[src/secr_map.vh]
// Constants for the serial memory command front end
// Contract
// Decode latch set, clear, status read opcodes
// Status write: opcode then one byte
// Page write: opcode, address, 1-32 bytes
// Read: opcode, 16-bit address, data out
// Top three address bits ignored
// Sample input on rising edges 0-23
// Output data from falling edge 23
// Read address increments and wraps to zero
// Chip select high ends, output released
// Works in clock modes 0 and 3
// Page write completes within 5 ms
// Host sets latch before any write
// Over 32 bytes keeps last 32
// Programming starts on chip select rise
// Busy shown in status bit 0
// All bytes shifted most significant first
`ifndef SECR_MAP_VH
`define SECR_MAP_VH
`define SECR_OP_STATUS_WRITE_CMD_CMD 8'h01
`define SECR_OP_PAGE_WRITE 8'h02
`define SECR_OP_READ 8'h03
`define SECR_OP_LATCH_CLR 8'h04
`define SECR_OP_STATUS_RD 8'h05
`define SECR_OP_LATCH_SET 8'h06
`define SECR_ADDR_BITS 13
`define SECR_PAGE_BYTES 32
`define SECR_PAGE_BITS 5
`define SECR_CLK_NS 100
`define SECR_WRITE_NS 5000000
`define SECR_WRITE_CYC (`SECR_WRITE_NS / `SECR_CLK_NS)
`define SECR_ST_BUSY 0
`define SECR_ST_WEN 1
`endif

[src/secr_sync.v]
// Two-stage synchroniser for the serial pins
`timescale 1ns/100ps
module secr_sync #(
    parameter WIDTH = 3
) (
    input wire i_core_clk,
    input wire i_resetn,
    input wire [WIDTH-1:0] i_async,
    input wire [WIDTH-1:0] i_reset_val,
    output reg [WIDTH-1:0] o_sync
);
    reg [WIDTH-1:0] stage1;
    // Reset value is all ones; the i_reset_val port is not used
    always @(posedge i_core_clk or negedge i_resetn) begin
        if (!i_resetn) begin
            stage1 <= {WIDTH{1'b1}};
            o_sync <= {WIDTH{1'b1}};
        end else begin
            stage1 <= i_async;
            o_sync <= stage1;
        end
    end
endmodule

[src/secr_top.v]
// Serial memory command front end with read path and write framing
`timescale 1ns/100ps
`include "secr_map.vh"
module secr_top #(
    parameter WRITE_CYC = `SECR_WRITE_CYC,
    parameter AW = `SECR_ADDR_BITS
) (
    // Clock and reset
    input wire i_core_clk,
    input wire i_resetn,
    // Serial pins
    input wire i_cs_n,
    input wire i_sck,
    input wire i_si,
    output reg o_so,
    output reg o_so_oe,
    // Memory array port
    output reg [AW-1:0] o_mem_addr,
    output reg o_mem_rd,
    input wire [7:0] i_mem_rdata,
    output reg o_mem_wr,
    output reg [AW-1:0] o_mem_waddr,
    output reg [7:0] o_mem_wdata,
    // Status register write port and read data
    output reg o_stat_wr,
    output reg [7:0] o_stat_wdata,
    input wire [7:0] i_stat_rdata,
    // State
    output reg o_busy,
    output reg o_wen
);
    // ------------------------------------------------------------
    // Command phase and programming sequencer states
    // ------------------------------------------------------------
    localparam ST_OPC = 6'b000001;
    localparam ST_ADDR = 6'b000010;
    localparam ST_RDATA = 6'b000100;
    localparam ST_PDATA = 6'b001000;
    localparam ST_SDATA = 6'b010000;
    localparam ST_IGN = 6'b100000;
    localparam ST_IDLE = 2'b01;
    localparam ST_PROG = 2'b10;

    function is_op;
        input [7:0] val;
        input [7:0] op;
        begin
            is_op = (val == op);
        end
    endfunction

    wire cs_n_s;
    wire sck_s;
    wire si_s;
    reg sck_d;
    reg cs_d;
    reg [5:0] state;
    reg [1:0] pstate;
    reg [2:0] bitcnt;
    reg [7:0] shreg;
    reg [7:0] opcode;
    reg addr_hi_done;
    reg [7:0] addr_hi;
    reg [AW-1:0] addr;
    reg [7:0] txreg;
    reg [7:0] page [0:`SECR_PAGE_BYTES-1];
    reg [`SECR_PAGE_BITS-1:0] wr_ptr;
    reg [`SECR_PAGE_BITS:0] nbytes;
    reg sbyte_ok;
    reg [7:0] sbyte;
    reg pend_page;
    reg pend_stat;
    reg [31:0] prog_cnt;
    reg [`SECR_PAGE_BITS:0] prog_idx;
    reg [AW-1:0] prog_base;
    wire sck_rise;
    wire sck_fall;
    wire cs_rise;
    wire [7:0] next_shreg;
    wire byte_done;
    wire [7:0] status;
    integer k;

    secr_sync #(
        .WIDTH(3)
    ) u_sync (
        .i_core_clk(i_core_clk),
        .i_resetn(i_resetn),
        .i_async({i_cs_n, i_sck, i_si}),
        .i_reset_val(3'h7),
        .o_sync({cs_n_s, sck_s, si_s})
    );

    // ------------------------------------------------------------
    // Edge detection
    // ------------------------------------------------------------
    // Mode 0 and 3
    // Edges counted only while selected, so idle level is irrelevant
    assign sck_rise = !cs_n_s && sck_s && !sck_d;
    assign sck_fall = !cs_n_s && !sck_s && sck_d;
    assign cs_rise = cs_n_s && !cs_d;
    // MSB first in
    assign next_shreg = {shreg[6:0], si_s};
    assign byte_done = sck_rise && (bitcnt == 3'h7);
    assign status = {i_stat_rdata[7:2], o_wen, o_busy};

    always @(posedge i_core_clk or negedge i_resetn) begin
        if (!i_resetn) begin
            sck_d <= 1'b0;
            cs_d <= 1'b1;
        end else begin
            sck_d <= sck_s;
            cs_d <= cs_n_s;
        end
    end

    // ------------------------------------------------------------
    // Serial command engine
    // ------------------------------------------------------------
    always @(posedge i_core_clk or negedge i_resetn) begin
        if (!i_resetn) begin
            state <= ST_OPC;
            bitcnt <= 3'h0;
            shreg <= 8'h00;
            opcode <= 8'h00;
            addr_hi_done <= 1'b0;
            addr_hi <= 8'h00;
            addr <= {AW{1'b0}};
            txreg <= 8'h00;
            o_so <= 1'b0;
            o_so_oe <= 1'b0;
            o_mem_addr <= {AW{1'b0}};
            o_mem_rd <= 1'b0;
            wr_ptr <= {`SECR_PAGE_BITS{1'b0}};
            nbytes <= {(`SECR_PAGE_BITS+1){1'b0}};
            sbyte_ok <= 1'b0;
            sbyte <= 8'h00;
            for (k = 0; k < `SECR_PAGE_BYTES; k = k + 1) begin
                page[k] <= 8'h00;
            end
        end else if (cs_n_s) begin
            // Deselect ends command
            state <= ST_OPC;
            bitcnt <= 3'h0;
            addr_hi_done <= 1'b0;
            o_so_oe <= 1'b0;
            o_mem_rd <= 1'b0;
        end else begin
            o_mem_rd <= 1'b0;
            if (sck_rise) begin
                // Sample on rise
                shreg <= next_shreg;
                bitcnt <= bitcnt + 3'h1;
                if (bitcnt != 3'h7) begin
                    // Partial bytes void a pending status byte
                    sbyte_ok <= sbyte_ok && (state != ST_SDATA);
                end
            end
            if (byte_done) begin
                case (state)
                    ST_OPC: begin
                        opcode <= next_shreg;
                        wr_ptr <= {`SECR_PAGE_BITS{1'b0}};
                        nbytes <= {(`SECR_PAGE_BITS+1){1'b0}};
                        sbyte_ok <= 1'b0;
                        // Single byte opcodes
                        if (is_op(next_shreg, `SECR_OP_STATUS_RD)) begin
                            state <= ST_RDATA;
                        end else if (is_op(next_shreg, `SECR_OP_READ) ||
                                is_op(next_shreg, `SECR_OP_PAGE_WRITE)) begin
                            state <= ST_ADDR;
                        end else if (is_op(next_shreg,
                                `SECR_OP_STATUS_WRITE_CMD_CMD)) begin
                            state <= ST_SDATA;
                        end else begin
                            state <= ST_IGN;
                        end
                    end
                    ST_ADDR: begin
                        if (!addr_hi_done) begin
                            addr_hi <= next_shreg;
                            addr_hi_done <= 1'b1;
                        end else begin
                            // Drop top three bits
                            addr <= {addr_hi[AW-9:0], next_shreg};
                            o_mem_addr <= {addr_hi[AW-9:0], next_shreg};
                            o_mem_rd <= is_op(opcode, `SECR_OP_READ);
                            // Read data follows address
                            state <= is_op(opcode, `SECR_OP_READ) ?
                                ST_RDATA : ST_PDATA;
                        end
                    end
                    ST_PDATA: begin
                        // Whole data bytes only
                        // Ring keeps last 32 bytes
                        page[wr_ptr] <= next_shreg;
                        wr_ptr <= wr_ptr + 1'b1;
                        if (nbytes != `SECR_PAGE_BYTES) begin
                            nbytes <= nbytes + 1'b1;
                        end
                    end
                    ST_SDATA: begin
                        // Exactly one data byte
                        sbyte <= next_shreg;
                        sbyte_ok <= (nbytes == 0);
                        nbytes <= nbytes + 1'b1;
                    end
                    ST_RDATA: begin
                        if (is_op(opcode, `SECR_OP_READ)) begin
                            // Increment, wrap at top
                            addr <= addr + 1'b1;
                            o_mem_addr <= addr + 1'b1;
                            o_mem_rd <= 1'b1;
                        end
                    end
                    default: begin
                        state <= ST_IGN;
                    end
                endcase
            end
            if (sck_fall && state == ST_RDATA) begin
                // Drive on falling edges
                o_so_oe <= 1'b1;
                if (bitcnt == 3'h0) begin
                    // MSB first out
                    o_so <= is_op(opcode, `SECR_OP_READ) ?
                        i_mem_rdata[7] : status[7];
                    txreg <= is_op(opcode, `SECR_OP_READ) ?
                        {i_mem_rdata[6:0], 1'b0} : {status[6:0], 1'b0};
                end else begin
                    o_so <= txreg[7];
                    txreg <= {txreg[6:0], 1'b0};
                end
            end
        end
    end

    // ------------------------------------------------------------
    // Write latch and programming sequencer
    // ------------------------------------------------------------
    always @(posedge i_core_clk or negedge i_resetn) begin
        if (!i_resetn) begin
            o_wen <= 1'b0;
            o_busy <= 1'b0;
            pstate <= ST_IDLE;
            pend_page <= 1'b0;
            pend_stat <= 1'b0;
            prog_cnt <= 32'h0;
            prog_idx <= {(`SECR_PAGE_BITS+1){1'b0}};
            prog_base <= {AW{1'b0}};
            o_mem_wr <= 1'b0;
            o_mem_waddr <= {AW{1'b0}};
            o_mem_wdata <= 8'h00;
            o_stat_wr <= 1'b0;
            o_stat_wdata <= 8'h00;
        end else begin
            o_mem_wr <= 1'b0;
            o_stat_wr <= 1'b0;
            pend_page <= 1'b0;
            pend_stat <= 1'b0;
            case (pstate)
                ST_IDLE: begin
                    if (cs_rise && bitcnt == 3'h0 && state != ST_OPC) begin
                        // Latch set and clear
                        if (is_op(opcode, `SECR_OP_LATCH_SET)) begin
                            o_wen <= 1'b1;
                        end else if (is_op(opcode, `SECR_OP_LATCH_CLR)) begin
                            o_wen <= 1'b0;
                        // Start on select rise
                        // Refused unless latch set
                        end else if (o_wen && state == ST_PDATA &&
                                nbytes != 0) begin
                            pstate <= ST_PROG;
                            o_busy <= 1'b1;
                            prog_cnt <= 32'h0;
                            prog_idx <= {(`SECR_PAGE_BITS+1){1'b0}};
                            prog_base <= addr;
                            pend_page <= 1'b1;
                        end else if (o_wen && state == ST_SDATA &&
                                sbyte_ok) begin
                            pstate <= ST_PROG;
                            o_busy <= 1'b1;
                            prog_cnt <= 32'h0;
                            pend_stat <= 1'b1;
                        end
                    end
                end
                ST_PROG: begin
                    // Busy while programming
                    // Bounded write time
                    prog_cnt <= prog_cnt + 32'h1;
                    if (pend_stat) begin
                        o_stat_wr <= 1'b1;
                        o_stat_wdata <= sbyte;
                    end
                    if (prog_idx < nbytes && opcode == `SECR_OP_PAGE_WRITE) begin
                        o_mem_wr <= 1'b1;
                        // Oldest byte sits at write pointer once full
                        o_mem_waddr <= prog_base +
                            {{(AW-`SECR_PAGE_BITS-1){1'b0}}, prog_idx};
                        o_mem_wdata <= page[(nbytes == `SECR_PAGE_BYTES) ?
                            wr_ptr + prog_idx[`SECR_PAGE_BITS-1:0] :
                            prog_idx[`SECR_PAGE_BITS-1:0]];
                        prog_idx <= prog_idx + 1'b1;
                    end
                    if (prog_cnt >= WRITE_CYC - 1) begin
                        pstate <= ST_IDLE;
                        o_busy <= 1'b0;
                        o_wen <= 1'b0;
                    end
                end
                default: begin
                    pstate <= ST_IDLE;
                end
            endcase
        end
    end
endmodule

[config.mk]
export PLATFORM = sky130hd
export DESIGN_NAME = secr_top
export DESIGN_NICKNAME = d
export VERILOG_FILES = /design/src/secr_sync.v /design/src/secr_top.v
export VERILOG_INCLUDE_DIRS = /design/src
export SDC_FILE = /design/constraint.sdc
export NUM_CORES = 1
export LEC_CHECK = 0
export ABC_CLOCK_PERIOD_IN_PS = 9100
export BUFFER_PORTS_ARGS = -buffer_cell sky130_fd_sc_hd__buf_2
export CAP_MARGIN = 40
export CORE_MARGIN = 2
export CORE_UTILIZATION = 59
export DETAILED_ROUTE_END_ITERATION = 7
export MAX_ROUTING_LAYER = met4
export PLACE_DENSITY = 0.75
export SYNTH_ARGS = -nofsm -noshare
export SYNTH_HDL_FRONTEND = slang
export SYNTH_SLANG_ARGS = --single-unit
[constraint.sdc]
create_clock -name i_core_clk -period 9.1 [get_ports i_core_clk]
set_clock_uncertainty 0.2 [all_clocks]
set_input_delay 0.455 -clock i_core_clk [delete_from_list [all_inputs] [get_ports i_core_clk]]
set_output_delay 0.455 -clock i_core_clk [all_outputs]
set_load 0.05 [all_outputs]
After elaboration in Yosys (flattened, before gate mapping):

Cells that the tools add are included.

* bits in registers: 425
* input bits: 21

* add/sub/neg operators: 8
* $lt $le $gt $ge: 5
* eq/ne operators: 34
* multiplexer cells: 81
* bitwise logic cells: 6
* reductions and logical operators: 52

Operators with widths (number)
* 256-bit bitwise mux: 1
* 32-bit two-way mux: 5
* 6-bit two-way mux: 12
* 32-bit case mux with 2 select lines: 1
* 8-bit binary-select mux with 5-bit select: 1
* 8-bit demux with 5-bit select: 1
* 8-bit two-way mux: 5
* 6-bit case mux with 3 select lines: 2
* 1-bit two-way mux: 33
* 32-bit by 1-bit adder with 32-bit output (second input constant): 1
* 8-bit by 2-bit equality test with 1-bit output (second input constant): 4
* 32-bit by 16-bit greater-or-equal comparator with 1-bit output (second input constant): 1
* 13-bit two-way mux: 2
* 13-bit case mux with 2 select lines: 1
* 8-bit by 3-bit equality test with 1-bit output (second input constant): 3
* 5-bit AND reduction: 4
* 1-bit logical AND: 16
* 2-bit != test (second input constant): 8
* 3-bit AND reduction: 5
* 2-bit nonzero test: 7
* 13-bit by 1-bit adder with 13-bit output (second input constant): 1
* 13-bit by 6-bit adder with 13-bit output: 1
* 6-bit by 1-bit adder with 6-bit output (second input constant): 2
* 6-bit greater-or-equal comparator (second input constant): 2
* 41 further kinds: 67

Logic depth before layout (Yosys ltp):

* depth after elaboration: 9
* depth in mapped cells: 13
* depth with buffers taken out: 11

Modules after synthesis:

A second synthesis with hierarchy kept.

* cell total of the unflattened synthesis: 1855
* area, all modules: 20808.7 sq um

By module, submodules not included
* secr_top: times used 1, cells each 1849, area each 20651.1 sq um, sequential area each 10463.8 sq um
* secr_sync: times used 1, cells each 6, area each 157.7 sq um, sequential area each 157.7 sq um

Worst setup path before layout:

No wires, ideal clock.

* kind: register to register
* from: reg prog_idx[0]
* to: reg o_mem_wdata[6]
* library setup time: 0.124 ns
* arrival: 2.574 ns
* data required time: 8.776 ns
* setup slack: 6.202 ns
* cell stages (with the launch flop): 11
* path buffers: 2
* path through: dfrtp_1 > ha_1 > fa_1 > xnor2_1 > nand3_1 > nand2_1 > clkbuf_1 > clkbuf_1 > nand3_1 > and3_1 > o31a_1

* cells in the longest elaborated chain, start to end: 6
* elaborated cells between the ends (all ways): 9
* classes of those cells: add/sub (1); order compare (1); mux (4); bitwise (1); reduce/logical (2)

Ends and longest elaborated chain
* start: declaration: line secr_top.v:74 `` reg [`SECR_PAGE_BITS:0] prog_idx; ``
* start signal: assignment: line secr_top.v:249 `` prog_idx <= {(`SECR_PAGE_BITS+1){1'b0}}; ``
* start signal: assignment: line secr_top.v:276 `` prog_idx <= {(`SECR_PAGE_BITS+1){1'b0}}; ``
* start signal: assignment: line secr_top.v:304 `prog_idx <= prog_idx + 1'b1;`
* 5-bit adder: line secr_top.v:302 `` wr_ptr + prog_idx[`SECR_PAGE_BITS-1:0] : ``
* 5-bit two-way mux: line secr_top.v:301 `` o_mem_wdata <= page[(nbytes == `SECR_PAGE_BYTES) ? ``
* 5-bit inverter with 6-bit output: line secr_top.v:301
* 8-bit binary-select mux with 5-bit select: line secr_top.v:301
* 8-bit two-way mux (2 in a row): line secr_top.v:301
* end signal: assignment: line secr_top.v:301
* end: declaration: line secr_top.v:23 `output reg [7:0] o_mem_wdata,`

Several ways; a longest one is shown, not always the timed one. The select of a mux whose other input is x is not followed.
A chain may end at the register's enable or synchronous reset.

Final worst setup path:

* from: reg nbytes[5]
* to: reg o_mem_wdata[3]

* cells in the longest elaborated chain, start to end: 6
* elaborated cells between the ends (all ways): 9
* classes of those cells: order compare (1); eq/ne (1); mux (4); bitwise (1); reduce/logical (2)

Ends and longest elaborated chain
* start: declaration: line secr_top.v:68 `` reg [`SECR_PAGE_BITS:0] nbytes; ``
* start signal: assignment: line secr_top.v:135 `` nbytes <= {(`SECR_PAGE_BITS+1){1'b0}}; ``
* start signal: assignment: line secr_top.v:164 `` nbytes <= {(`SECR_PAGE_BITS+1){1'b0}}; ``
* start signal: assignment: line secr_top.v:199 `nbytes <= nbytes + 1'b1;`
* 6-bit equality test (no source line)
* 5-bit two-way mux: line secr_top.v:301
* 5-bit inverter with 6-bit output: line secr_top.v:301
* 8-bit binary-select mux with 5-bit select: line secr_top.v:301
* 8-bit two-way mux (2 in a row): line secr_top.v:301

Several ways; a longest one is shown, not always the timed one. The select of a mux whose other input is x is not followed.

==> summary.md <==
| Metric | Value |
|---|---|
| Maximum root-to-sink buffer count | 3 |
| Hpwl dp | 28.9 mm |
| Drt wl/cell | 20.3 um |
| Worst slew margin | 33.0% |
| Nets@finish | 1880 |
| Clk sinks | 424 |
| PostCTS Resize Cnt | 0 |
| Die height | 189 um |
| Worst-skew pair later-pin latency | 0.56 ns |
| Top-count cell post-synth | dfrtp_1 |
| Final non-filler cell total | 2307 |
| Synthesis-to-layout area growth | 11.3% |
| Fin crit share | 48.8% |
| Area of the multi-input gates | 8980 um^2 |
| Setup ws final | 4.66 ns |
| Static leakage | 10.7 nW |
| Largest net degree at the start of global routing | 183 |
| Residual DRC | 0 |
| Ports | 70 |
| Syn Inst Count | 1786 |
| Commonest cells in the netlist | 415 x dfrtp_1, 307 x mux2_2, 240 x nand2_1, 86 x a21oi_1, 75 x clkbuf_1 |
| Initial Utilization | 60.0% |
| Crit path from | nbytes[5] |
| CTS Buf Count | 46 |
| Nature of the critical path startpoint | flip-flop |
| Core area | 33600 um^2 |
| Worst-path fanout max | 29 |
| Slowest stage cell, crit path | nor3_1 |
| First-pass DRT Iterations | 7 |
| Slew @ Worst Pin | 1.00 ns |
| Ranking of synthesized cells by area | dfrtp_1 51%, mux2_2 17%, nand2_1 4.5% |
| Yosys reg bits | 424 |
| Row cnt | 67 |
| DP Cell Count | 2226 |
| Clk pin slew, worst setup/hold paths | 0.06 ns |
| Vias per cell | 6.15 |
| Worst Path Buf+Inv | 3 |
| 1st-iter DRT viols | 1105 |
| Vias | 14.2k |
| Vias in the first global route | 14.3k |
| Crit. End Element | flip-flop |
| Slew Limit Fails | 0 |
| Peak VDD IR | 0.175 mV |
| Share of the synthesized area in the top cell type | 51.5% |
| IO buf count | 67 |
| GRT Util Overall | 27.7% |
| FFs w/ async S/R, synth | 100% |
| Worst EP required | 9.30 ns |
| CTS tree | yes |
| H-tree levels | 2 |
| RSZ-0062 raised after global routing | false |
| Setup-failing EPs final | 0 |
| Sequential share of the synthesized area | 52.7% |
| First-pass GRT wire length | 76.5 mm |
| Util after Layout | 66.8% |
| Final wirelength | 46.9 mm |
| Post-DRT Antenna Nets | 0 |
| Routability congestion estimate | 0.841 |
| Share of cells above drive strength 1 | 29.2% |
| Ys flop type | dfrtp_1 |
| GRT overflow | 0 |
| FILL cells | 2469 |
| CP arrival | 4.64 ns |
| Synth warn | 0 |
| Syn nets | 1836 |
| Setup TNS | 0 ns |
| Setup CP Type | flip-flop to flip-flop |
| Die area | 35700 um^2 |
| Cell Pwr Density | 179 nW/um^2 |
| Crit path time final | 4.44 ns |
| Final hold violations | 0 |
| FF+latch area | 10600 um^2 |
| Area leader, netlist | dfrtp_1 |
| Initial antenna violation count | 0 |
| Syn Area/Cell | 11.3 um^2 |
| Root buffer cell | clkbuf_16 |
| Die width | 189 um |
| CP cell instances | inv_1 -> ha_1 -> a21oi_1 -> nand3_1 -> nor4_1 -> o21ai_2 -> buf_4 -> inv_1 -> and2_0 -> nand2_1 -> nor3_1 -> nor4_1 |
| Status | finished clean |
| Number of library cell types mapped by synthesis | 71 |
| Final Power | 4.01 mW |
| Placement Setup Slack | 4.77 ns |
| Hold Crit Class | primary input to flip-flop |
| Max Clk Rate | 0.225 GHz |
| Post-synth EDFFs | 0 |
| Maxcap violations | 0 |
| Max incr delay on CP | 0.64 ns |
| Reg2reg start | nbytes[5] |
| Mapped Area | 20200 um^2 |
| Hold path startpoint | i_mem_rdata[0] |
| CP top delay family | simple AND/OR/NAND/NOR gates |
| Ant diodes | 0 |
## through the flow
step                hold WS [ns]  area, um^2
global route              0.0897       22400
detailed placement         0.147       20900
global placement           0.146       20800
CTS                       0.0630       22400
floorplan                -0.0406       20200
finish                    0.0868       22400
## kinds of logic (layout without fill, tap and decap cells)
group                    after synthesis  after routing  synth area share, %
AO/OA/AOI/OAI                        264            264                 8.25
multiplexers                         343            343                 19.4
XOR/XNOR                              45             45                 1.95
flip-flops                           424            424                 52.7
buffers and inverters                138            211                 3.02
AND/OR/NAND/NOR                      543            543                 12.8
adder cells (fa/ha/maj)               29             29                 1.87
## area by class of cell
type	instances	share of cell area, %
clock buffer	66	6.00
clock inverter	11	0.636
inverter	36	0.602
multi-input combinational	1224	40.0
sequential	424	47.3
tap	448	2.50
timing repair buffer	98	2.93
## what timing repair did
item / in CTS / in global routing
setup buffers: 0 / 0
hold buffers: 4 / 0
hold endpoints to repair: 86 / 0
## metal layers
metal / wire [um] / track usage, % / vias up
met1: 20200 / 37.2 / 7224
met5: 0 / - / -
met4: 1480 / 9.74 / 0
li1: - / - / 6422
met2: 22200 / 43.3 / 433
met3: 2970 / 4.49 / 112
## sequential cells by signal (all words and copies together) (netlist names), 8 cells and up
signal and cells:
prog_base 13, o_mem_waddr 13, addr 13, sbyte 8
o_mem_wdata 8, opcode 8, prog_cnt 32, page 256
o_stat_wdata 8
## layout by cell type, fill, tap and decap left out, types with 14 or more instances in the layout
cell / synthesis / final
nand2_1: 240 / 239
mux2_2: 307 / 307
a21oi_1: 86 / 84
clkbuf_16: 0 / 47
xor2_1: 20 / 20
buf_2: 14 / 66
dfrtp_1: 415 / 415
a221oi_1: 15 / 15
nor2_1: 72 / 71
buf_4: 3 / 21
inv_1: 36 / 36
o21ai_0: 73 / 72
and3_1: 33 / 33
xnor2_1: 25 / 25
nand4_1: 15 / 15
nor2_2: 34 / 35
nor3_1: 18 / 17
mux2i_1: 28 / 28
ha_1: 27 / 27
nand3_1: 61 / 61
a311oi_1: 14 / 14
## where the power goes
group | internal (mW) | switching, mW
logic | 0.0478 | 0.202
registers | 1.90 | 0.0172
clock network | 1.11 | 0.736
total | 3.06 | 0.956
## path summary, 6_finish.rpt
check,to,slack (ns),depth (start not counted)
min in group asynchronous,prog_cnt[4],0.31,2
max,o_mem_wdata[3],4.66,12
max reg2reg,o_mem_wdata[3],4.66,12
min reg2reg,u_sync.o_sync[1],0.15,0
max in group asynchronous,page[84],6.92,3
min,txreg[1],0.09,3
## worst reg2reg max path, cell delays in order (launching register included)
cell     delay [ns]
dfrtp_1        0.47
inv_1          0.21
ha_1           0.36
a21oi_1        0.21
nand3_1        0.10
nor4_1         0.41
o21ai_2        0.09
buf_4          0.24
inv_1          0.52
and2_0         0.45
nand2_1        0.21
nor3_1         0.65
nor4_1         0.17
Power figures use the tool's default switching activity.
